[config.mk]
export PLATFORM = sky130hd
export DESIGN_NAME = dual_slope_digit_scan
export DESIGN_NICKNAME = d
export VERILOG_FILES = /design/src/core/digit_scan_pkg.sv /design/src/core/deint_counter.sv /design/src/core/dual_slope_digit_scan.sv /design/src/core/result_fifo.sv
export SDC_FILE = /design/constraint.sdc
export NUM_CORES = 1
export LEC_CHECK = 0
export BUFFER_PORTS_ARGS = -buffer_cell sky130_fd_sc_hd__buf_4
export CAP_MARGIN = 0
export CORE_MARGIN = 2
export CORE_UTILIZATION = 56
export CTS_BUF_LIST = sky130_fd_sc_hd__clkbuf_4 sky130_fd_sc_hd__clkbuf_8
export CTS_CLUSTER_SIZE = 25
export DETAILED_ROUTE_END_ITERATION = 8
export HOLD_SLACK_MARGIN = 0.06
export PLACE_DENSITY = 0.72
export SYNTH_ARGS = -nofsm -noshare
export SYNTH_HDL_FRONTEND = slang
export SYNTH_HIERARCHICAL = 1
export SYNTH_SLANG_ARGS = --single-unit
[constraint.sdc]
create_clock -name core_clk -period 7.4 [get_ports core_clk]
set_clock_uncertainty 0.15 [all_clocks]
set_input_delay 1.48 -clock core_clk [delete_from_list [all_inputs] [get_ports core_clk]]
set_output_delay 1.48 -clock core_clk [all_outputs]
set_load 0.01 [all_outputs]
[src/core/digit_scan_pkg.sv]
// Shared constants for the dual-slope digit scanner
package digit_scan_pkg;

  // Converter clock is core_clk divided by two; each half is one core cycle
  localparam int unsigned CORE_CLK_HZ    = 100_000_000;
  localparam int unsigned CONV_CLK_HZ    = 50_000_000;
  localparam int unsigned CONV_DIV       = CORE_CLK_HZ / CONV_CLK_HZ;

  // Digit scan timing in converter clocks
  localparam logic [7:0]  SLOT_LEN       = 8'hC8;   // 200 counts per digit
  localparam logic [7:0]  SLOT_LAST      = 8'hC7;   // Final count of a slot
  localparam logic [7:0]  STROBE_AT      = 8'h64;   // 101st count, zero based

  // Digit layout
  localparam int unsigned DIGITS         = 5;
  localparam logic [2:0]  DIGIT_MSD      = 3'h0;
  localparam logic [2:0]  DIGIT_LSD      = 3'h4;
  localparam int unsigned BCD_W          = 4;
  localparam int unsigned COUNT_W        = DIGITS * BCD_W;

  // Result word in the FIFO: over-range flag above the four weighted bits
  localparam int unsigned WORD_W         = BCD_W + 1;
  localparam int unsigned WORD_OVR_BIT   = 4;
  localparam int unsigned FIFO_DEPTH     = 16;

  // Full scale reading; reaching it ends the count as an over-range
  localparam logic [19:0] FULL_SCALE_BCD = 20'h20000;

  // Reset values of the output pins
  localparam logic [4:0]  SEL_RST        = 5'h00;
  localparam logic [3:0]  BCD_RST        = 4'h0;

  // Deintegrate counter states
  typedef enum logic [1:0]
  {
    CNT_IDLE  = 2'b00,
    CNT_SKIP  = 2'b01,
    CNT_COUNT = 2'b10,
    CNT_PUSH  = 2'b11
  } cnt_state_e;

  // Decimal increment of a packed five digit reading
  function automatic logic [19:0] bcd_inc(input logic [19:0] value);
    logic [19:0] res;
    logic        carry;
    res   = value;
    carry = 1'b1;
    for (int i = 0; i < DIGITS; i++)
    begin
      if (carry)
      begin
        if (res[i*BCD_W +: BCD_W] == 4'h9)
        begin
          res[i*BCD_W +: BCD_W] = 4'h0;
        end
        else
        begin
          res[i*BCD_W +: BCD_W] = res[i*BCD_W +: BCD_W] + 4'h1;
          carry                 = 1'b0;
        end
      end
    end
    return res;
  endfunction : bcd_inc

  // One-hot select for a digit index, MSD at bit 4
  function automatic logic [4:0] digit_onehot(input logic [2:0] idx);
    logic [4:0] oh;
    oh = 5'h00;
    if (idx <= DIGIT_LSD)
    begin
      oh = 5'h10 >> idx;
    end
    return oh;
  endfunction : digit_onehot

endpackage : digit_scan_pkg

[src/core/deint_counter.sv]
// Deintegrate counter with zero-crossing flip-flop and result push
`timescale 1ns/10ps
module deint_counter
(
  input  wire logic                                core_clk,    // Core clock
  input  wire logic                                arst_n,      // Async reset
  input  wire logic                                conv_en,     // Converter clock edge
  input  wire logic                                sample_en,   // End of high half
  input  wire logic                                deint_start, // Deintegrate begins
  input  wire logic                                comp_zero,   // Comparator crossed
  output logic                                     push_valid,  // Word offered
  input  wire logic                                push_ready,  // FIFO has room
  output logic [digit_scan_pkg::WORD_W-1:0]        push_data    // Digit and flag
);
  import digit_scan_pkg::*;

  cnt_state_e  state_reg;
  logic [19:0] count_reg;
  logic        zc_reg;
  logic        ovr_reg;
  logic [2:0]  push_idx_reg;
  logic        at_full;

  assign at_full    = (count_reg == FULL_SCALE_BCD);
  assign push_valid = (state_reg == CNT_PUSH);
  // MSD goes first; index 0 takes the top nibble
  assign push_data  = {ovr_reg,
                       count_reg[(COUNT_W - BCD_W) - 32'(push_idx_reg) * BCD_W +: BCD_W]};

  // late sampling
  // Taken at end of the high half so clock transients have settled
  always_ff @(posedge core_clk or negedge arst_n)
  begin
    if (!arst_n)
    begin
      zc_reg <= 1'b0;
    end
    else if (deint_start)
    begin
      zc_reg <= 1'b0;
    end
    else if (sample_en && state_reg != CNT_IDLE)
    begin
      zc_reg <= comp_zero;
    end
  end

  // Counter sequence
  always_ff @(posedge core_clk or negedge arst_n)
  begin
    if (!arst_n)
    begin
      state_reg    <= CNT_IDLE;
      count_reg    <= '0;
      ovr_reg      <= 1'b0;
      push_idx_reg <= DIGIT_MSD;
    end
    else
    begin
      unique case (state_reg)
        CNT_IDLE:
        begin
          if (deint_start)
          begin
            state_reg <= CNT_SKIP;
            count_reg <= '0;
            ovr_reg   <= 1'b0;
          end
        end
        // first clock idle
        // Offsets the one-cycle-late zero detection
        CNT_SKIP:
        begin
          if (conv_en)
          begin
            state_reg <= CNT_COUNT;
          end
        end
        CNT_COUNT:
        begin
          if (zc_reg)
          begin
            state_reg    <= CNT_PUSH;
            push_idx_reg <= DIGIT_MSD;
          end
          else if (at_full)
          begin
            state_reg    <= CNT_PUSH;
            ovr_reg      <= 1'b1;
            push_idx_reg <= DIGIT_MSD;
          end
          else if (conv_en)
          begin
            count_reg <= bcd_inc(count_reg);
          end
        end
        // Stalls here while the FIFO is full
        CNT_PUSH:
        begin
          if (push_ready)
          begin
            if (push_idx_reg == DIGIT_LSD)
            begin
              state_reg <= CNT_IDLE;
            end
            push_idx_reg <= push_idx_reg + 3'h1;
          end
        end
      endcase
    end
  end

endmodule : deint_counter

[src/core/dual_slope_digit_scan.sv]
// Digit scanner of the dual-slope converter: count, buffer and multiplex out
`timescale 1ns/10ps
module dual_slope_digit_scan
(
  input  wire logic core_clk,             // 100 MHz core clock
  input  wire logic arst_n,               // Async reset, active low
  input  wire logic deint_start,          // One-cycle pulse, deintegrate begins
  input  wire logic comp_zero,            // Comparator zero-crossing level
  output logic      digit_select_msd,     // Most significant digit drive
  output logic      digit_select_fourth,  // Fourth digit drive
  output logic      digit_select_third,   // Middle digit drive
  output logic      digit_select_second,  // Second digit drive
  output logic      digit_select_lsd,     // Least significant digit drive
  output logic      bcd_weight_one,       // BCD bit, weight 1
  output logic      bcd_weight_two,       // BCD bit, weight 2
  output logic      bcd_weight_four,      // BCD bit, weight 4
  output logic      bcd_weight_eight,     // BCD bit, weight 8
  output logic      data_latch_n,         // Latch pulse, active low
  output logic      result_ready          // FIFO has room for a word, one cycle late
);
  import digit_scan_pkg::*;

  ////////////////////////////////////////////////////////////////////////
  // Clock divider

  logic              phase_hi_reg;
  logic              conv_en;
  logic              sample_en;

  // Divide by two keeps the strobe at one core cycle; slower clocks need a wider divider
  // Converter clock high half is the cycle after conv_en
  always_ff @(posedge core_clk or negedge arst_n)
  begin
    if (!arst_n)
    begin
      phase_hi_reg <= 1'b0;
    end
    else
    begin
      phase_hi_reg <= ~phase_hi_reg;
    end
  end

  // Counting edge in phase 0, zero sampling closes phase 1
  assign conv_en   = ~phase_hi_reg;
  assign sample_en = phase_hi_reg;

  ////////////////////////////////////////////////////////////////////////
  // Counter and FIFO

  logic              push_valid;
  logic              push_ready;
  logic [WORD_W-1:0] push_data;
  logic              fifo_valid;
  logic              fifo_pop;
  logic [WORD_W-1:0] fifo_data;

  // Counter pushes five words per result, MSD first
  deint_counter u_counter
  (
    .core_clk    (core_clk),
    .arst_n      (arst_n),
    .conv_en     (conv_en),
    .sample_en   (sample_en),
    .deint_start (deint_start),
    .comp_zero   (comp_zero),
    .push_valid  (push_valid),
    .push_ready  (push_ready),
    .push_data   (push_data)
  );

  // Room for three whole results; the counter stalls when it fills
  result_fifo
  #(
    .WIDTH (WORD_W),
    .DEPTH (FIFO_DEPTH)
  )
  u_fifo
  (
    .core_clk  (core_clk),
    .arst_n    (arst_n),
    .in_valid  (push_valid),
    .in_ready  (push_ready),
    .in_data   (push_data),
    .out_valid (fifo_valid),
    .out_ready (fifo_pop),
    .out_data  (fifo_data)
  );

  ////////////////////////////////////////////////////////////////////////
  // Scan timing

  logic [7:0]        slot_reg;
  logic [2:0]        idx_reg;
  logic [2:0]        idx_next;
  logic              advance;
  logic              pass_reg;
  logic              pass_start;
  logic              pass_end;
  logic              ovr_reg;
  logic              blank_reg;
  logic [BCD_W-1:0]  digit_mem [DIGITS];
  logic [4:0]        sel_reg;
  logic [3:0]        bcd_reg;
  logic              latch_n_reg;
  logic              ready_reg;
  logic              scan_wrap;
  logic [2:0]        show_idx;
  logic              blank_next;
  logic              sel_load;
  logic              latch_fire;

  // slot length
  // Slot closes after its 200th converter clock
  assign advance  = conv_en && (slot_reg == SLOT_LAST);
  // Wraps from the LSD straight back to the MSD
  // endless scan
  assign idx_next = (idx_reg == DIGIT_LSD) ? DIGIT_MSD : idx_reg + 3'h1;

  // Boundary into the MSD slot, where a whole scan begins
  assign scan_wrap  = advance && (idx_next == DIGIT_MSD);

  // A new result joins only at an MSD boundary, so a pass is never split
  // Held off while blanked, else its strobes would latch dark digits
  assign pass_start = scan_wrap && fifo_valid && !pass_reg && !blank_reg;
  assign pass_end   = advance && pass_reg && (idx_reg == DIGIT_LSD);
  // one word popped per slot of each latch pass, MSD first
  assign fifo_pop   = pass_start || (advance && pass_reg && !scan_wrap);

  // Slot counter runs on the converter clock
  always_ff @(posedge core_clk or negedge arst_n)
  begin
    if (!arst_n)
    begin
      slot_reg <= 8'h00;
    end
    else if (advance)
    begin
      slot_reg <= 8'h00;
    end
    else if (conv_en)
    begin
      slot_reg <= slot_reg + 8'h01;
    end
  end

  // Digit index starts on the LSD so the first boundary opens an MSD slot
  always_ff @(posedge core_clk or negedge arst_n)
  begin
    if (!arst_n)
    begin
      idx_reg <= DIGIT_LSD;
    end
    else if (advance)
    begin
      idx_reg <= idx_next;
    end
  end

  // Latch pass flag, one per result
  always_ff @(posedge core_clk or negedge arst_n)
  begin
    if (!arst_n)
    begin
      pass_reg <= 1'b0;
    end
    else if (pass_start)
    begin
      pass_reg <= 1'b1;
    end
    else if (pass_end)
    begin
      pass_reg <= 1'b0;
    end
  end

  // Over-range flag travels with each word of a result
  // Taken as the pass opens; every word of one result carries the same flag
  always_ff @(posedge core_clk or negedge arst_n)
  begin
    if (!arst_n)
    begin
      ovr_reg <= 1'b0;
    end
    else if (pass_start)
    begin
      ovr_reg <= fifo_data[WORD_OVR_BIT];
    end
  end

  // over-range blank
  // Deintegrate start wins over a pass ending in the same cycle
  // Any deintegrate start clears it, even one the busy counter ignores
  always_ff @(posedge core_clk or negedge arst_n)
  begin
    if (!arst_n)
    begin
      blank_reg <= 1'b0;
    end
    else if (deint_start)
    begin
      blank_reg <= 1'b0;
    end
    else if (pass_end && ovr_reg)
    begin
      blank_reg <= 1'b1;
    end
  end

  // Digit store refreshed by each latch pass
  // No reset: digits read unknown until the first pass fills them
  always_ff @(posedge core_clk)
  begin
    if (fifo_pop)
    begin
      digit_mem[idx_next] <= fifo_data[BCD_W-1:0];
    end
  end

  ////////////////////////////////////////////////////////////////////////
  // Output pins

  // Slot shown after this edge; a boundary edge already moves to the next
  assign show_idx   = advance ? idx_next : idx_reg;
  // Dark after an over-range pass; deintegrate start overrides the blank
  assign blank_next = !deint_start && (blank_reg || (pass_end && ovr_reg));
  // scan resumes
  // Pins reload at every boundary and when a blank ends mid-slot
  assign sel_load   = (deint_start && blank_reg) || advance;

  // one-hot select
  // A single index feeds the decode, so two selects never meet
  always_ff @(posedge core_clk or negedge arst_n)
  begin
    if (!arst_n)
    begin
      sel_reg <= SEL_RST;
    end
    else if (sel_load)
    begin
      sel_reg <= blank_next ? SEL_RST : digit_onehot(show_idx);
    end
  end

  // bits with select
  // Same load term and index as the selects, so both move on one edge
  always_ff @(posedge core_clk or negedge arst_n)
  begin
    if (!arst_n)
    begin
      bcd_reg <= BCD_RST;
    end
    else if (sel_load)
    begin
      bcd_reg <= fifo_pop ? fifo_data[BCD_W-1:0] : digit_mem[show_idx];
    end
  end

  // mid-slot latch
  // Low for one core cycle, half a converter clock, at the 101st count
  assign latch_fire = pass_reg && sample_en && (slot_reg == STROBE_AT);
  always_ff @(posedge core_clk or negedge arst_n)
  begin
    if (!arst_n)
    begin
      latch_n_reg <= 1'b1;
    end
    else
    begin
      latch_n_reg <= ~latch_fire;
    end
  end

  // Back-pressure visible to the measurement sequencer
  // One cycle late, so a start right after the last free word may stall
  always_ff @(posedge core_clk or negedge arst_n)
  begin
    if (!arst_n)
    begin
      ready_reg <= 1'b0;
    end
    else
    begin
      ready_reg <= push_ready;
    end
  end

  // Pins straight from their flip-flops, MSD select at bit 4
  assign digit_select_msd    = sel_reg[4];
  assign digit_select_fourth = sel_reg[3];
  assign digit_select_third  = sel_reg[2];
  assign digit_select_second = sel_reg[1];
  assign digit_select_lsd    = sel_reg[0];

  // Weighted bits of the shown digit
  assign bcd_weight_one      = bcd_reg[0];
  assign bcd_weight_two      = bcd_reg[1];
  assign bcd_weight_four     = bcd_reg[2];
  assign bcd_weight_eight    = bcd_reg[3];

  // Strobe and back-pressure
  assign data_latch_n        = latch_n_reg;
  assign result_ready        = ready_reg;

endmodule : dual_slope_digit_scan

[src/core/result_fifo.sv]
// Parameterised FIFO holding result digits between counter and scanner
`timescale 1ns/10ps
module result_fifo
#(
  parameter int unsigned WIDTH = 5,
  parameter int unsigned DEPTH = 16
)
(
  input  wire logic             core_clk,   // Core clock
  input  wire logic             arst_n,     // Async reset, active low
  input  wire logic             in_valid,   // Writer offers a word
  output logic                  in_ready,   // Space available
  input  wire logic [WIDTH-1:0] in_data,    // Word written
  output logic                  out_valid,  // Word available
  input  wire logic             out_ready,  // Reader takes the word
  output logic      [WIDTH-1:0] out_data    // Head word
);

  localparam int unsigned AW = $clog2(DEPTH);

  logic [WIDTH-1:0] mem [DEPTH];
  logic [AW:0]      wr_ptr_reg;
  logic [AW:0]      rd_ptr_reg;
  logic             push;
  logic             pop;

  // Extra pointer bit tells full from empty
  assign in_ready  = (wr_ptr_reg[AW] == rd_ptr_reg[AW]) ||
                     (wr_ptr_reg[AW-1:0] != rd_ptr_reg[AW-1:0]);
  assign out_valid = (wr_ptr_reg != rd_ptr_reg);
  assign out_data  = mem[rd_ptr_reg[AW-1:0]];
  assign push      = in_valid && in_ready;
  assign pop       = out_valid && out_ready;

  // Storage, no reset needed on data
  always_ff @(posedge core_clk)
  begin
    if (push)
    begin
      mem[wr_ptr_reg[AW-1:0]] <= in_data;
    end
  end

  // Write pointer
  always_ff @(posedge core_clk or negedge arst_n)
  begin
    if (!arst_n)
    begin
      wr_ptr_reg <= '0;
    end
    else if (push)
    begin
      wr_ptr_reg <= wr_ptr_reg + 1'b1;
    end
  end

  // Read pointer
  always_ff @(posedge core_clk or negedge arst_n)
  begin
    if (!arst_n)
    begin
      rd_ptr_reg <= '0;
    end
    else if (pop)
    begin
      rd_ptr_reg <= rd_ptr_reg + 1'b1;
    end
  end

endmodule : result_fifo

---- Word level (Yosys, flattened, before mapping) ----
Memories as Yosys holds them, arrays and structs flattened. A register that Yosys moved wholly into a read port is not among the register bits.
Index checks and enable logic that the tools add are counted.
operators by class
  add/subtract/negate cells ............... 11
  magnitude comparators ................... 1
  eq/ne operators ......................... 30
  shifts and indexed selects .............. 2
  mux-type cells .......................... 68
  bitwise logic cells ..................... 2
  reduce and logical (&&, ||, !) cells .... 41
operators by type and width
  operator                                                count
  two-way mux 20 bit                                      4
  case mux 20 bit (2 select lines)                        1
  two-way mux 1 bit                                       36
  two-way mux 4 bit                                       9
  variable part select 20 x 33 -> 4 bit                   1
  AND reduction 6 bit                                     4
  adder 4 x 1 -> 4 bit (second input constant)            5
  == test 20 x 18 -> 1 bit (second input constant)        1
  == test 4 bit (second input constant)                   5
  logical AND 1 bit                                       16
  two-way mux 8 bit                                       2
  two-way mux 3 bit                                       5
  inequality test 2 bit (second input constant)           7
  two-way mux 2 bit                                       6
  inequality test 2 x 1 -> 1 bit (second input constant)  6
  nonzero test 2 bit                                      6
  adder 5 x 1 -> 5 bit (second input constant)            2
  two-way mux 5 bit                                       2
  AND reduction 5 bit                                     2
  adder 8 x 1 -> 8 bit (second input constant)            1
  == test 8 x 7 -> 1 bit (second input constant)          1
  == test 8 bit (second input constant)                   1
  case mux 2 bit (4 select lines)                         1
  adder 3 x 1 -> 3 bit (second input constant)            2
  other kinds (19)                                        29
word-level totals
  register bits ........................... 59
  RAM bits ................................ 100
  input port bits ......................... 4
  output and inout bits ................... 11
  word-level logic and storage cells ...... 177
  memories kept ........................... 2
memories
  name        depth  width  rd ports  clocked after Yosys merged registers in  wr ports  RTL line                      RTL
  u_fifo.mem  16     5      1         0                                        1         result_fifo.sv:21             logic [WIDTH-1:0] mem [DEPTH];
  digit_mem   5      4      1         1                                        1         dual_slope_digit_scan.sv:102  logic [BCD_W-1:0] digit_mem [DIGITS];

---- Depth between registers and ports, before layout ----
Gate-level depths: netlist of the first run.
  depth after elaboration ................. 26
  depth in mapped cells ................... 10
  gate-level depth less buffers ........... 8

---- Hierarchy ----
Netlist of the first run, hierarchy kept.
by module, submodules not included
  module                 instances  cells each  area an instance (sq um)  seq. area each (sq um)
  result_fifo            1          228         3791.1                    2652.5
  dual_slope_digit_scan  1          201         2391.0                    1253.7
  deint_counter          1          238         2272.2                    675.6

---- Worst setup path before layout of the first run ----
Ideal clock, no wire load.
  path kind ............................... register -> register
  start ................................... register idx_reg[0]
  end ..................................... register u_fifo.rd_ptr_reg[1]
  setup time .............................. 128 ps
  arrival ................................. 2346 ps
  data required time ...................... 7122 ps
  slack ................................... 4776 ps
  stages on the path, launching flop included .. 10
  buffers on the path ..................... 2
  period minus slack after synthesis ...... 2624 ps
  cells stage by stage .................... dfrtp_1 clkbuf_1 inv_1 ha_1 nand2b_1 o311a_1 a22o_1 buf_6 o21ai_1 mux2_1
between the ends
  longest elaborated chain between the ends .. 9
  elaborated cells on any way between the ends .. 12
  classes of those cells .................. add/sub: 1; eq/ne: 1; mux: 1; reduce/logical: 9
RTL lines
  item                                                          RTL line                      RTL
  start, declared                                               dual_slope_digit_scan.sv:94   logic [2:0] idx_reg;
  start signal, assigned                                        dual_slope_digit_scan.sv:156  idx_reg <= idx_next;
  adder 3 x 1 -> 3 bit / == test 3 bit (equally long branches)  dual_slope_digit_scan.sv:118  assign idx_next = (idx_reg == DIGIT_LSD) ? DIGIT_MSD : idx_reg + 3'h1;
  two-way mux 3 bit (*)                                         dual_slope_digit_scan.sv:118
  logical NOT 3 bit (*)                                         dual_slope_digit_scan.sv:121  assign scan_wrap = advance && (idx_next == DIGIT_MSD);
  logical AND 1 bit (*)                                         dual_slope_digit_scan.sv:121
  logical AND 1 bit (3 in series)                               dual_slope_digit_scan.sv:125  assign pass_start = scan_wrap && fifo_valid && !pass_reg && !blank_reg;
  logical OR 1 bit (*)                                          dual_slope_digit_scan.sv:128  assign fifo_pop = pass_start || (advance && pass_reg && !scan_wrap);
  net fifo_pop                                                  dual_slope_digit_scan.sv:55   logic fifo_pop;
  logical AND 1 bit (*)                                         result_fifo.sv:33             assign pop = out_valid && out_ready;
  end signal, assigned                                          result_fifo.sv:66             rd_ptr_reg <= rd_ptr_reg + 1'b1;
  end, declared                                                 result_fifo.sv:23             logic [AW:0] rd_ptr_reg;
Mark *: on every way through the listed nets, which the timed path passes. The rest lies on a longest branch.
A chain may end at the register's enable or synchronous reset.

---- Final worst setup path of the first run ----
  start ................................... register u_fifo.rd_ptr_reg[1]
  end ..................................... register u_fifo.rd_ptr_reg[4]
between the ends
  longest elaborated chain between the ends .. 6
  elaborated cells on any way between the ends .. 7
  classes of those cells .................. add/sub: 1; eq/ne: 1; reduce/logical: 5
RTL lines
  item                             RTL line                      RTL
  inequality test 5 bit (*)        result_fifo.sv:30             assign out_valid = (wr_ptr_reg != rd_ptr_reg);
  net fifo_valid                   dual_slope_digit_scan.sv:54   logic fifo_valid;
  logical AND 1 bit (3 in series)  dual_slope_digit_scan.sv:125
  logical OR 1 bit                 dual_slope_digit_scan.sv:128
  logical AND 1 bit (*)            result_fifo.sv:33
Marks and branches as above.

==> summary.md, run 1 <==
| Metric | Value |
|---|---|
| Outcome | complete, no violations |
| Slew HR | between 10% and 20% |
| Xor/xnor share of the synthesized area | just over 2% |
| Hold Path Class | flop to flop |
| Initial Util | 57.7% |
| Syn nets | between 600 and 700 |
| CTS tree | yes |
| Largest net degree at the start of global routing | 64 |
| Worst Max-Slew Pin Slew | 1.25 ns |
| Port Buffer Count | 14 |
| Simple-Gate Fraction of Synth Area | between 10% and 20% |
| Post-layout util | approximately three fifths |
| Syn Area/Cell | between 10 and 15 µm² |
| DR pass1 iterations | 8 |
| Clock root cell | clkbuf_8 |
| Pre-CTS setup slack | ~4.2 ns |
| Worst vdd ir | 191 µV |
| CP max stage delay | about 1.2 ns |
| Unrepaired setup endpoints after global routing | false |
| Final nets | 706 |
| LEAKAGE | roughly 3.3 nW |
| Syn Std Cell Area | 8450 µm² |
| Critical path class | flop to flop |
| Wire length on met2 | around 8600 µm |
| Post-synthesis mux area share | approximately 8.7% |
| Antenna cell count | 0 |
| Net Sw Frac | around 34% |
| Largest family of logic cells by synthesized area | simple AND/OR/NAND/NOR gates |
| Max FFs per register | 80 |
| First-pass GRT wire length | between 20000 and 30000 µm |
| Hold-critical path depth | 2 |
| RD Place Congestion | 0.910 |
| Critical path cell sequence | xnor2_2 > and4_1 > nand2_1 > and4_1 > a22o_1 > nand4_1 > or3_1 > o311ai_1 |
| Slowest-stage cell, CP | dfrtp_1 |
| Syn-to-layout area delta | 6.29% |
| Setup ws final | between 4 and 5 ns |
| NetSw | ~0.00084 W |
| Post-Route Setup TNS | 0 ns |
| Commonest non-fill, non-tap cell in the layout | edfxtp_1 |
| Critical path peak fanout | 26 |
| Synth area leader | edfxtp_1 |
| DR DRC count | 0 |
| Setup crit end kind | flop |
| Routed length per instance | ~20 µm |
| DR vias/cell | roughly 6.3 |
| CORE AREA | ~15000 µm² |
| Internal power | 0.00167 W |
| Clk_lat worst skew | ~0.46 ns |
| Cts repair resizes | 0 |
| Worst R2R End | u_fifo/rd_ptr_reg[4] |
| Min-Delay Endpoint | sel_reg[0] |
| Power per cell area | between 200 and 300 nW/µm² |
| Htree depth | 4 |
| Fin. max-slew vios | 0 |
| Combinational power share | a little over a quarter |
| Worst r2r src | u_fifo/rd_ptr_reg[1] |
| Worst R2R Setup Slack | between 4 and 5 ns |
| Met3 wire length | between 700 and 800 µm |
| Layout cells sized above 1 | 14.6% |
| Antenna viol nets, final | 0 |
| Max_cap viols | 0 |
| Yosys cell types | 93 |
| Post-Route WL | ~18000 µm |
| Wire length on met1 | 7990 µm |
| Most frequent cells in the layout | edfxtp_1, dfrtp_1, nand2_1 |
| Die Area | 16100 µm² |
| Hold buffer count at cts | 0 |
| Fmax | roughly 310 MHz |
| Top FF cell, synth | edfxtp_1 |
| DR top layer | met4 |
| CTS buffer count | 17 |
| Yosys warnings | 6 |
| Post-synth EDFFs | 100 |
| CP arrival | between 3 and 4 ns |
| Worst r2r path cells | 8 |
| Clock Power Share | between 20% and 30% |
| DRT iter0 DRCs | between 400 and 500 |
| CP top delay family | flip-flops |
| Ys async rst share | 38.7% |
| Synthesized flop and latch total | 163 |
| Worst Path Buf+Inv | 0 |
| Synth top area share | 35.5% |
| Startpoint types | flop |
| Io pins | 15 |
| Synth area leaders | edfxtp_1, dfrtp_1, ha_1 |
| HPWL Detailed | 12400 µm |
| Grt ovf | 0 |
| Gate count of the mapped netlist | between 600 and 700 |
| Fin crit period | roughly 3.2 ns |
| Synth Area in Compound Gates | about an eighth |
| All-layer global routing usage | 23.1% |
| Die H | 127 µm |
| Hold Vio Cnt, Final | 0 |
| Final setup violation count | 0 |
| Vias in the first global route | roughly 5500 |
| Die W | ~130 µm |
| Crit-path most repeated cell | and4_1 |
| Seq pwr share | about half |
| Clock transition at path regs | about 0.09 ns |
| Initial antenna violation count | 0 |
| Post-Synth Adder-Cell Area | 4.14% |
| Post CTS Setup Buffer Count | 0 |
| Worst-case clock buffer depth | 2 |
| # clock sinks | ~160 |
| Hold Crit Start | sel_reg[0] |
| Sequential share of the synthesized area | a little over half |
| Rows | 44 |
| Final clock period utilization by the worst path | between 40% and 50% |
| Detailed-route via count | around 5500 |
| Req. time, crit path | 7.61 ns |
## worst reg2reg max path: stages, from the launching register on
cell and delay [ns]:
dfrtp_1 1.17, xnor2_2 0.18, and4_1 0.29, nand2_1 0.10, and4_1 0.18, a22o_1 0.41
nand4_1 0.20, or3_1 0.34, o311ai_1 0.08
## how the worst max path moves through the flow
stage | start | to | slack [ns] | cells after the start
3_5_place_dp | u_fifo/rd_ptr_reg[1] | u_fifo/rd_ptr_reg[4] | 4.21 | 8
5_1_grt | u_fifo/rd_ptr_reg[1] | u_fifo/rd_ptr_reg[4] | 4.02 | 8
2_1_floorplan | idx_reg[0] | u_fifo/rd_ptr_reg[1] | 4.78 | 9
3_3_place_gp | u_fifo/rd_ptr_reg[1] | u_fifo/rd_ptr_reg[4] | 4.28 | 8
4_1_cts | u_fifo/rd_ptr_reg[1] | u_fifo/rd_ptr_reg[4] | 4.21 | 8
6_report | u_fifo/rd_ptr_reg[1] | u_fifo/rd_ptr_reg[4] | 4.21 | 8
## synthesized netlist by cell type (5+ instances only)
master,number
edfxtp_1,100
dfrtp_1,61
nand2_1,46
inv_1,39
mux2i_1,31
ha_1,28
nor2_1,26
o21ai_0,25
nand3_1,24
a21oi_1,15
xnor2_1,14
mux4_2,13
nand2b_1,13
a22o_1,11
a221oi_1,10
nor4_1,10
nand4_1,9
nor2b_1,9
a22oi_1,8
buf_2,8
buf_6,8
nor3_1,7
o211ai_1,7
clkbuf_1,6
nand3b_1,6
or3_1,6
and3_1,5
nand4b_1,5
nand4bb_1,5
o31ai_1,5
## per-stage QoR
step                instances  hold slack (ns)  total power (W)  cell area, µm²
detailed placement        839            0.341          0.00190            8610
floorplan                 667            0.315          0.00173            8450
global route              871            0.392          0.00264            8990
CTS                       871            0.361          0.00252            8990
global placement          839            0.331          0.00187            8610
finish                    871            0.352          0.00251            8990
## cells by family after synthesis
family	count (synthesis)
compound gates	132
xor+xnor	19
fa+ha+maj	28
buf+inv	72
flops	163
mux	54
simple gates	199
## per-layer routing
| metal | track usage, % | vias up |
|---|---|---|
| li1 | - | 2552 |
| met3 | 4.85 | 21 |
| met2 | 37.5 | 138 |
| met4 | 7.95 | 0 |
| met1 | 31.2 | 2758 |
| met5 | 0 | - |
## area by class of cell
class,count,area (µm²)
fill,1139,5660
sequential,163,4580
multi-input combinational,432,3490
clock buffer,18,241
tap,184,230
inverter,40,153
timing repair buffer,20,150
clock inverter,14,136
## power by group through the flow
| stage | combinational, W | sequential, W | clock [W] |
|---|---|---|---|
| floorplan | 0.000553 | 0.00118 | 0 |
| global placement | 0.000645 | 0.00122 | 0 |
| detailed placement | 0.000671 | 0.00123 | 0 |
| CTS | 0.000675 | 0.00121 | 0.000636 |
| global route | 0.000746 | 0.00123 | 0.000670 |
| finish | 0.000677 | 0.00121 | 0.000622 |
Note: power is estimated with default switching activity, not from simulation.
==> inputs of run 2 (changes only) <==
Clock period 7.4 ns to 3.16 ns, I/O delays scaled along.
==> run 2 against run 1 <==
Compared with the run above:
- clock-buffer cell count down 1
- clock power grew 130%
- worst hold slack worse by 0.23 ns
- cell count grew 0.34%
- first-iteration DRC count down 4.1%
- critical path type unchanged
- design area rose by 0.26%
==> summary.md, run 2 (same netlist as run 1, synthesis figures left out) <==
| Metric | Value |
|---|---|
| CP arrival | 2.95 ns (was 3.40 ns) |
| Fmax | 364 MHz (was 313 MHz) |
| Layout cells sized above 1 | 15.5% (was 14.6%) |
| Final setup violation count | 0 (unchanged) |
| CTS tree | yes (unchanged) |
| HPWL Detailed | 12600 µm (was 12400 µm) |
| LEAKAGE | 3.34 nW (was 3.33 nW) |
| Clk_lat worst skew | 0.45 ns (was 0.46 ns) |
| Seq pwr share | 48.3% (was 48.2%) |
| Hold Vio Cnt, Final | 0 (unchanged) |
| Worst r2r path cells | 8 (unchanged) |
| Clock transition at path regs | 0.09 ns (about the same) |
| Post CTS Setup Buffer Count | 0 (unchanged) |
| Rows | 44 (unchanged) |
| Slew HR | 19.9% (was 16.8%) |
| Most frequent cells in the layout | edfxtp_1, dfrtp_1, nand2_1 (unchanged) |
| Largest net degree at the start of global routing | 64 (unchanged) |
| First-pass GRT wire length | 29400 µm (was 28800 µm) |
| Post-Route Setup TNS | 0 ns (unchanged) |
| NetSw | 0.00203 W (was 0.000843 W) |
| Worst Max-Slew Pin Slew | 1.20 ns (was 1.25 ns) |
| Detailed-route via count | 5579 (was 5469) |
| Cts repair resizes | 0 (unchanged) |
| CP top delay family | compound AO/OA/AOI/OAI gates (was flip-flops) |
| Io pins | 15 (unchanged) |
| Power per cell area | 651 nW/µm² (was 279 nW/µm²) |
| Outcome | complete, no violations (unchanged) |
| Worst-case clock buffer depth | 2 (unchanged) |
| # clock sinks | 163 (unchanged) |
| Max FFs per register | 80 (unchanged) |
| Multi-input gate area | 3490 µm² (unchanged) |
| Die Area | 16100 µm² (unchanged) |
| Final clock period utilization by the worst path | 87.0% (was 43.2%) |
| Die H | 127 µm (unchanged) |
| Unrepaired setup endpoints after global routing | false (unchanged) |
| Die W | 127 µm (unchanged) |
| Routed length per instance | 20.8 µm (was 20.2 µm) |
| Placed Area | 8630 µm² (was 8610 µm²) |
| Antenna cell count | 0 (unchanged) |
| DR pass1 iterations | 5 (was 8) |
| Clock Power Share | 24.9% (was 24.8%) |
| DR DRC count | 0 (unchanged) |
| Post-route cell area | 9010 µm² (was 8990 µm²) |
| Port Buffer Count | 14 (unchanged) |
| Initial antenna violation count | 0 (unchanged) |
| Post-Route WL | 18200 µm (was 17600 µm) |
| Net Sw Frac | 34.6% (was 33.6%) |
| DR vias/cell | 6.38 (was 6.28) |
| Setup crit end kind | flop (unchanged) |
| Syn-to-layout area delta | 6.57% (was 6.29%) |
| DRT iter0 DRCs | 473 (was 493) |
| Worst r2r src | idx_reg[1] (was u_fifo/rd_ptr_reg[1]) |
| Combinational power share | 26.8% (was 27.0%) |
| Slowest-stage cell, CP | a22o_1 (was dfrtp_1) |
| Hold Path Class | input pin to async pin (was flop to flop) |
| Startpoint types | flop (unchanged) |
| Internal power | 0.00384 W (was 0.00167 W) |
| Worst vdd ir | 439 µV (was 191 µV) |
| Final nets | 709 (was 706) |
| Clock root cell | clkbuf_8 (unchanged) |
| Total power | 0.00587 W (was 0.00251 W) |
| RD Place Congestion | 0.867 (was 0.910) |
| CP max stage delay | 0.49 ns (was 1.17 ns) |
| Worst Path Buf+Inv | 1 (was 0) |
| Grt ovf | 0 (unchanged) |
| Antenna viol nets, final | 0 (unchanged) |
| Initial Util | 57.7% (unchanged) |
| Fin crit period | 2.75 ns (was 3.19 ns) |
| Htree depth | 4 (unchanged) |
| All-layer global routing usage | 23.6% (was 23.1%) |
| CORE AREA | 14600 µm² (unchanged) |
| # fillers | 1125 (was 1139) |
| Vias in the first global route | 5565 (was 5454) |
| Fin. max-slew vios | 0 (unchanged) |
| Seq. cell area | 4580 µm² (unchanged) |
| Worst R2R Setup Slack | 0.41 ns (was 4.21 ns) |
| Req. time, crit path | 3.36 ns (was 7.61 ns) |
| Critical path peak fanout | 13 (was 26) |
| Critical path cell sequence | inv_1 > ha_1 > nand2b_1 > o31ai_1 > a22o_1 > nand4_1 > or3_1 > o311ai_1 (was xnor2_2 > and4_1 > nand2_1 > and4_1 > a22o_1 > nand4_1 > or3_1 > o311ai_1) |
| Commonest non-fill, non-tap cell in the layout | edfxtp_1 (unchanged) |
| Worst R2R End | u_fifo/rd_ptr_reg[4] (unchanged) |
| CTS buffer count | 17 (unchanged) |
| Critical path class | flop to flop (unchanged) |
| Hold buffer count at cts | 0 (unchanged) |
| Max_cap viols | 0 (unchanged) |
run 2: worst max path at each step:
| stage | from | to | depth (start not counted) |
|---|---|---|---|
| floorplan | idx_reg[0] | u_fifo/rd_ptr_reg[1] | 9 |
| global placement | idx_reg[1] | u_fifo/rd_ptr_reg[4] | 8 |
| detailed placement | u_counter/push_idx_reg[0] | u_fifo/mem[14][3] | 5 |
| CTS | u_counter/push_idx_reg[0] | u_fifo/mem[14][3] | 5 |
| global route | u_counter/push_idx_reg[0] | u_fifo/mem[14][3] | 5 |
| finish | idx_reg[1] | u_fifo/rd_ptr_reg[4] | 8 |
run 2: worst register-to-register path: cells and delay by family (launching register included):
family | cells | cell delay, ns
AO/OA/AOI/OAI | 3 | 0.83
AND/OR/NAND/NOR | 3 | 0.74
flip-flops | 1 | 0.45
adder cells (fa/ha/maj) | 1 | 0.32
buffers and inverters | 1 | 0.15
run 2: through the flow:
step / std cells / worst slack (ns) / utilization (%) / hold slack [ns]
5_1_grt: 874 / 0.216 / 61.5 / 0.155
3_5_place_dp: 842 / 0.471 / 58.9 / 0.331
2_1_floorplan: 667 / 0.536 / - / 0.186
3_3_place_gp: 842 / 0.583 / 58.9 / 0.326
4_1_cts: 874 / 0.438 / 61.5 / 0.127
6_report: 874 / 0.409 / 61.5 / 0.118
run 2: layer usage:
| metal | track usage, % | vias to the layer above | share of wire (%) |
|---|---|---|---|
| met2 | 38.4 | 150 | 50 |
| met4 | 9.57 | 0 | 2.9 |
| li1 | - | 2564 | - |
| met5 | 0 | - | 0 |
| met3 | 4.93 | 48 | 4.2 |
| met1 | 31.3 | 2817 | 43 |
run 2: power by group through the flow:
| stage | Clock, W | Combinational [W] | Sequential (W) |
|---|---|---|---|
| floorplan | 0 | 0.00129 | 0.00275 |
| global placement | 0 | 0.00149 | 0.00286 |
| detailed placement | 0 | 0.00156 | 0.00287 |
| CTS | 0.00151 | 0.00157 | 0.00283 |
| global route | 0.00158 | 0.00173 | 0.00286 |
| finish | 0.00146 | 0.00157 | 0.00283 |
run 2: area by class of cell:
cell class / instances / area share (%)
tap: 184 / 2.56
sequential: 163 / 50.9
clock inverter: 15 / 1.61
inverter: 40 / 1.69
multi-input combinational: 432 / 38.8
clock buffer: 17 / 2.60
timing repair buffer: 23 / 1.92
==> inputs of run 3 (changes only) <==
Settings changed: ABC_AREA set to 1, GPL_TIMING_DRIVEN set to 0.
==> run 3 against run 2 <==
Compared with the run above:
- synthesized cell count grew 37%
- synthesized area is essentially flat
- power grew 5.6%
- critical path type unchanged
==> summary.md, run 3 <==
| Metric | Value |
|---|---|
| Yosys warnings | 6 (unchanged) |
| Unrepaired setup endpoints after global routing | false (unchanged) |
| Worst Max-Slew Pin Slew | 0.820 ns (was 1.20 ns) |
| Synth area leader | edfxtp_1 (unchanged) |
| Synthesized flop and latch total | 163 (unchanged) |
| Antenna cell count | 0 (unchanged) |
| DR pass1 iterations | 5 (unchanged) |
| Layout cells sized above 1 | 16.3% (was 15.5%) |
| Commonest non-fill, non-tap cell in the layout | nand2_1 (was edfxtp_1) |
| Syn Std Cell Area | 8450 µm² (about the same) |
| DR vias/cell | 5.29 (was 6.38) |
| CP arrival | 2.81 ns (was 2.95 ns) |
| CORE AREA | 14600 µm² (unchanged) |
| Vias in the first global route | 5723 (was 5565) |
| Gate count of the mapped netlist | 917 (was 667) |
| CP max stage delay | 0.54 ns (was 0.49 ns) |
| # fillers | 1226 (was 1125) |
| Rows | 44 (unchanged) |
| Setup crit start | u_counter/push_idx_reg[0] (was idx_reg[1]) |
| Critical path peak fanout | 16 (was 13) |
| Post CTS Setup Buffer Count | 0 (unchanged) |
| Synth area leaders | edfxtp_1, dfrtp_1, nand2_1 (was edfxtp_1, dfrtp_1, ha_1) |
| Post-route cell area | 9250 µm² (was 9010 µm²) |
| Largest net degree at the start of global routing | 64 (unchanged) |
| First-pass GRT wire length | 28200 µm (was 29400 µm) |
| Top FF cell, synth | edfxtp_1 (unchanged) |
| Synth top area share | 35.5% (about the same) |
| LEAKAGE | 4.11 nW (was 3.34 nW) |
| DRT iter0 DRCs | 580 (was 473) |
| Max FFs per register | 80 (unchanged) |
| Critical path class | flop to flop (unchanged) |
| Fin. max-slew vios | 0 (unchanged) |
| Syn nets | 949 (was 699) |
| Hold_ws | 0.0790 ns (was 0.118 ns) |
| Worst R2R End | u_fifo/mem[1][2] (was u_fifo/rd_ptr_reg[4]) |
| Io pins | 15 (unchanged) |
| Yosys cell types | 42 (was 93) |
| Hold Path Class | input pin to async pin (unchanged) |
| Fmax | 359 MHz (was 364 MHz) |
| Most frequent cells in the layout | nand2_1, nor2_1, edfxtp_1 (was edfxtp_1, dfrtp_1, nand2_1) |
| Initial antenna violation count | 0 (unchanged) |
| Port Buffer Count | 14 (unchanged) |
| CTS buffer count | 17 (unchanged) |
| Crit-path most repeated cell | nand2_1 |
| All-layer global routing usage | 22.6% (was 23.6%) |
| Worst r2r src | u_counter/push_idx_reg[0] (was idx_reg[1]) |
| Die W | 127 µm (about the same) |
| Worst-case clock buffer depth | 2 (unchanged) |
| Initial Util | 57.7% (about the same) |
| Slowest-stage cell, CP | a21oi_2 (was a22o_1) |
| Syn-to-layout area delta | 9.46% (was 6.57%) |
| Worst vdd ir | 392 µV (was 439 µV) |
| Hold Vio Cnt, Final | 0 (unchanged) |
| Htree depth | 4 (unchanged) |
| Routed length per instance | 14.9 µm (was 20.8 µm) |
| Outcome | complete, no violations (unchanged) |
| DR DRC count | 0 (unchanged) |
| Worst R2R Setup Slack | 0.38 ns (was 0.41 ns) |
| Antenna viol nets, final | 0 (unchanged) |
| Worst r2r path cells | 9 (was 8) |
| Total power | 0.00620 W (was 0.00587 W) |
| RD Place Congestion | 0.835 (was 0.867) |
| Sequential share of the synthesized area | 54.2% (about the same) |
| Max_cap viols | 0 (unchanged) |
| Critical Path End | u_fifo/mem[1][2] (was u_fifo/rd_ptr_reg[4]) |
| Final nets | 982 (was 709) |
| Clock root cell | clkbuf_8 (unchanged) |
| Slew HR | 45.3% (was 19.9%) |
| Die Area | 16100 µm² (about the same) |
| Final setup violation count | 0 (unchanged) |
| Placed cell count | 1115 (was 842) |
| Startpoint types | flop (unchanged) |
| Post-synth EDFFs | 100 (unchanged) |
| Fin crit period | 2.78 ns (was 2.75 ns) |
| Final clock period utilization by the worst path | 88.1% (was 87.0%) |
| Post-Route WL | 17100 µm (was 18200 µm) |
| Most numerous cell in the Yosys netlist | nand2_1 (was edfxtp_1) |
| Syn Area/Cell | 9.21 µm² (was 12.7 µm²) |
| Req. time, crit path | 3.19 ns (was 3.36 ns) |
| Clk_lat worst skew | 0.47 ns (was 0.45 ns) |
| Commonest cells post-synth | nand2_1, nor2_1, edfxtp_1 (was edfxtp_1, dfrtp_1, nand2_1) |
| Detailed-route via count | 6062 (was 5579) |
| # clock sinks | 163 (unchanged) |
| Placed Area | 8790 µm² (was 8630 µm²) |
| Ys async rst share | 38.7% (unchanged) |
| Post-Route Setup TNS | 0 ns (unchanged) |
| Die H | 127 µm (about the same) |
| Power per cell area | 670 nW/µm² (was 651 nW/µm²) |
| CTS tree | yes (unchanged) |
| Final non-filler cell total | 1146 (was 874) |
| HPWL Detailed | 11700 µm (was 12600 µm) |
| Setup crit end kind | flop (unchanged) |
| Critical path cell sequence | clkinv_1 > ha_1 > clkbuf_1 > inv_1 > a21oi_1 > o21ai_0 > nand2_1 > nand2_1 > a21oi_2 (was inv_1 > ha_1 > nand2b_1 > o31ai_1 > a22o_1 > nand4_1 > or3_1 > o311ai_1) |
| Grt ovf | 0 (unchanged) |
| Clock transition at path regs | 0.09 ns (about the same) |
-- run 3: logic make-up after synthesis --
logic type,after synthesis,synth area share (%)
buf+inv,111,5.76
fa+ha+maj,28,4.15
flops,163,54.2
xor+xnor,15,1.56
compound gates,102,6.71
simple gates,498,27.6
-- run 3: layout make-up --
type	instances	area [µm²]	share of cell area, %
clock buffers	18	241	2.61
flip-flops and latches	163	4580	49.5
plain buffers	22	145	1.57
clock inverters	13	185	2.00
repair buffers	14	105	1.14
well taps	184	230	2.49
inverters	89	342	3.69
multi-input cells	643	3420	37.0
-- run 3: critical path, delay by kind of cell (launching register included) --
kind / cells / cell delay [ns]
AO/OA/AOI/OAI: 3 / 0.75
adder cells (fa/ha/maj): 1 / 0.36
buffers and inverters: 3 / 0.67
flip-flops: 1 / 0.44
AND/OR/NAND/NOR: 2 / 0.12
-- run 3: routing by layer --
layer	up-vias	part of all wire [%]	wire, µm	track usage [%]
met5	-	0	0	0
met4	0	2.3	396	9.18
met3	34	4.5	761	4.68
met2	129	47	7950	35.5
met1	2845	47	7960	30.9
li1	3054	-	-	-
-- run 3: metrics by stage --
stage          utilization [%]  setup WS, ns
3_3_place_gp              60.0        -0.290
4_1_cts                   63.0        0.0789
2_1_floorplan                -         0.738
5_1_grt                   63.1        0.0953
3_5_place_dp              60.0        -0.187
6_report                  63.1         0.377
-- run 3: report_power, final --
| group | internal (W) | switching (W) | total (W) |
|---|---|---|---|
| combinational | 0.000523 | 0.00123 | 0.00176 |
| sequential | 0.00263 | 0.000180 | 0.00281 |
| clock | 0.000863 | 0.000769 | 0.00163 |
-- run 3: what timing repair did --
action	4_1_cts	5_1_grt
gates resized for setup	1	4
endpoints found under the setup margin	16	64
hold buffers	0	0
-- run 3: how the worst min path moves through the flow --
| stage | end | slack (ns) | cells past startpoint |
|---|---|---|---|
| floorplan | bcd_reg[0] | 0.19 | 0 |
| global placement | slot_reg[3] | 0.30 | 1 |
| detailed placement | slot_reg[3] | 0.31 | 1 |
| CTS | u_counter/count_reg[9] | 0.11 | 1 |
| global route | u_counter/count_reg[9] | 0.15 | 1 |
| finish | u_counter/count_reg[9] | 0.08 | 1 |
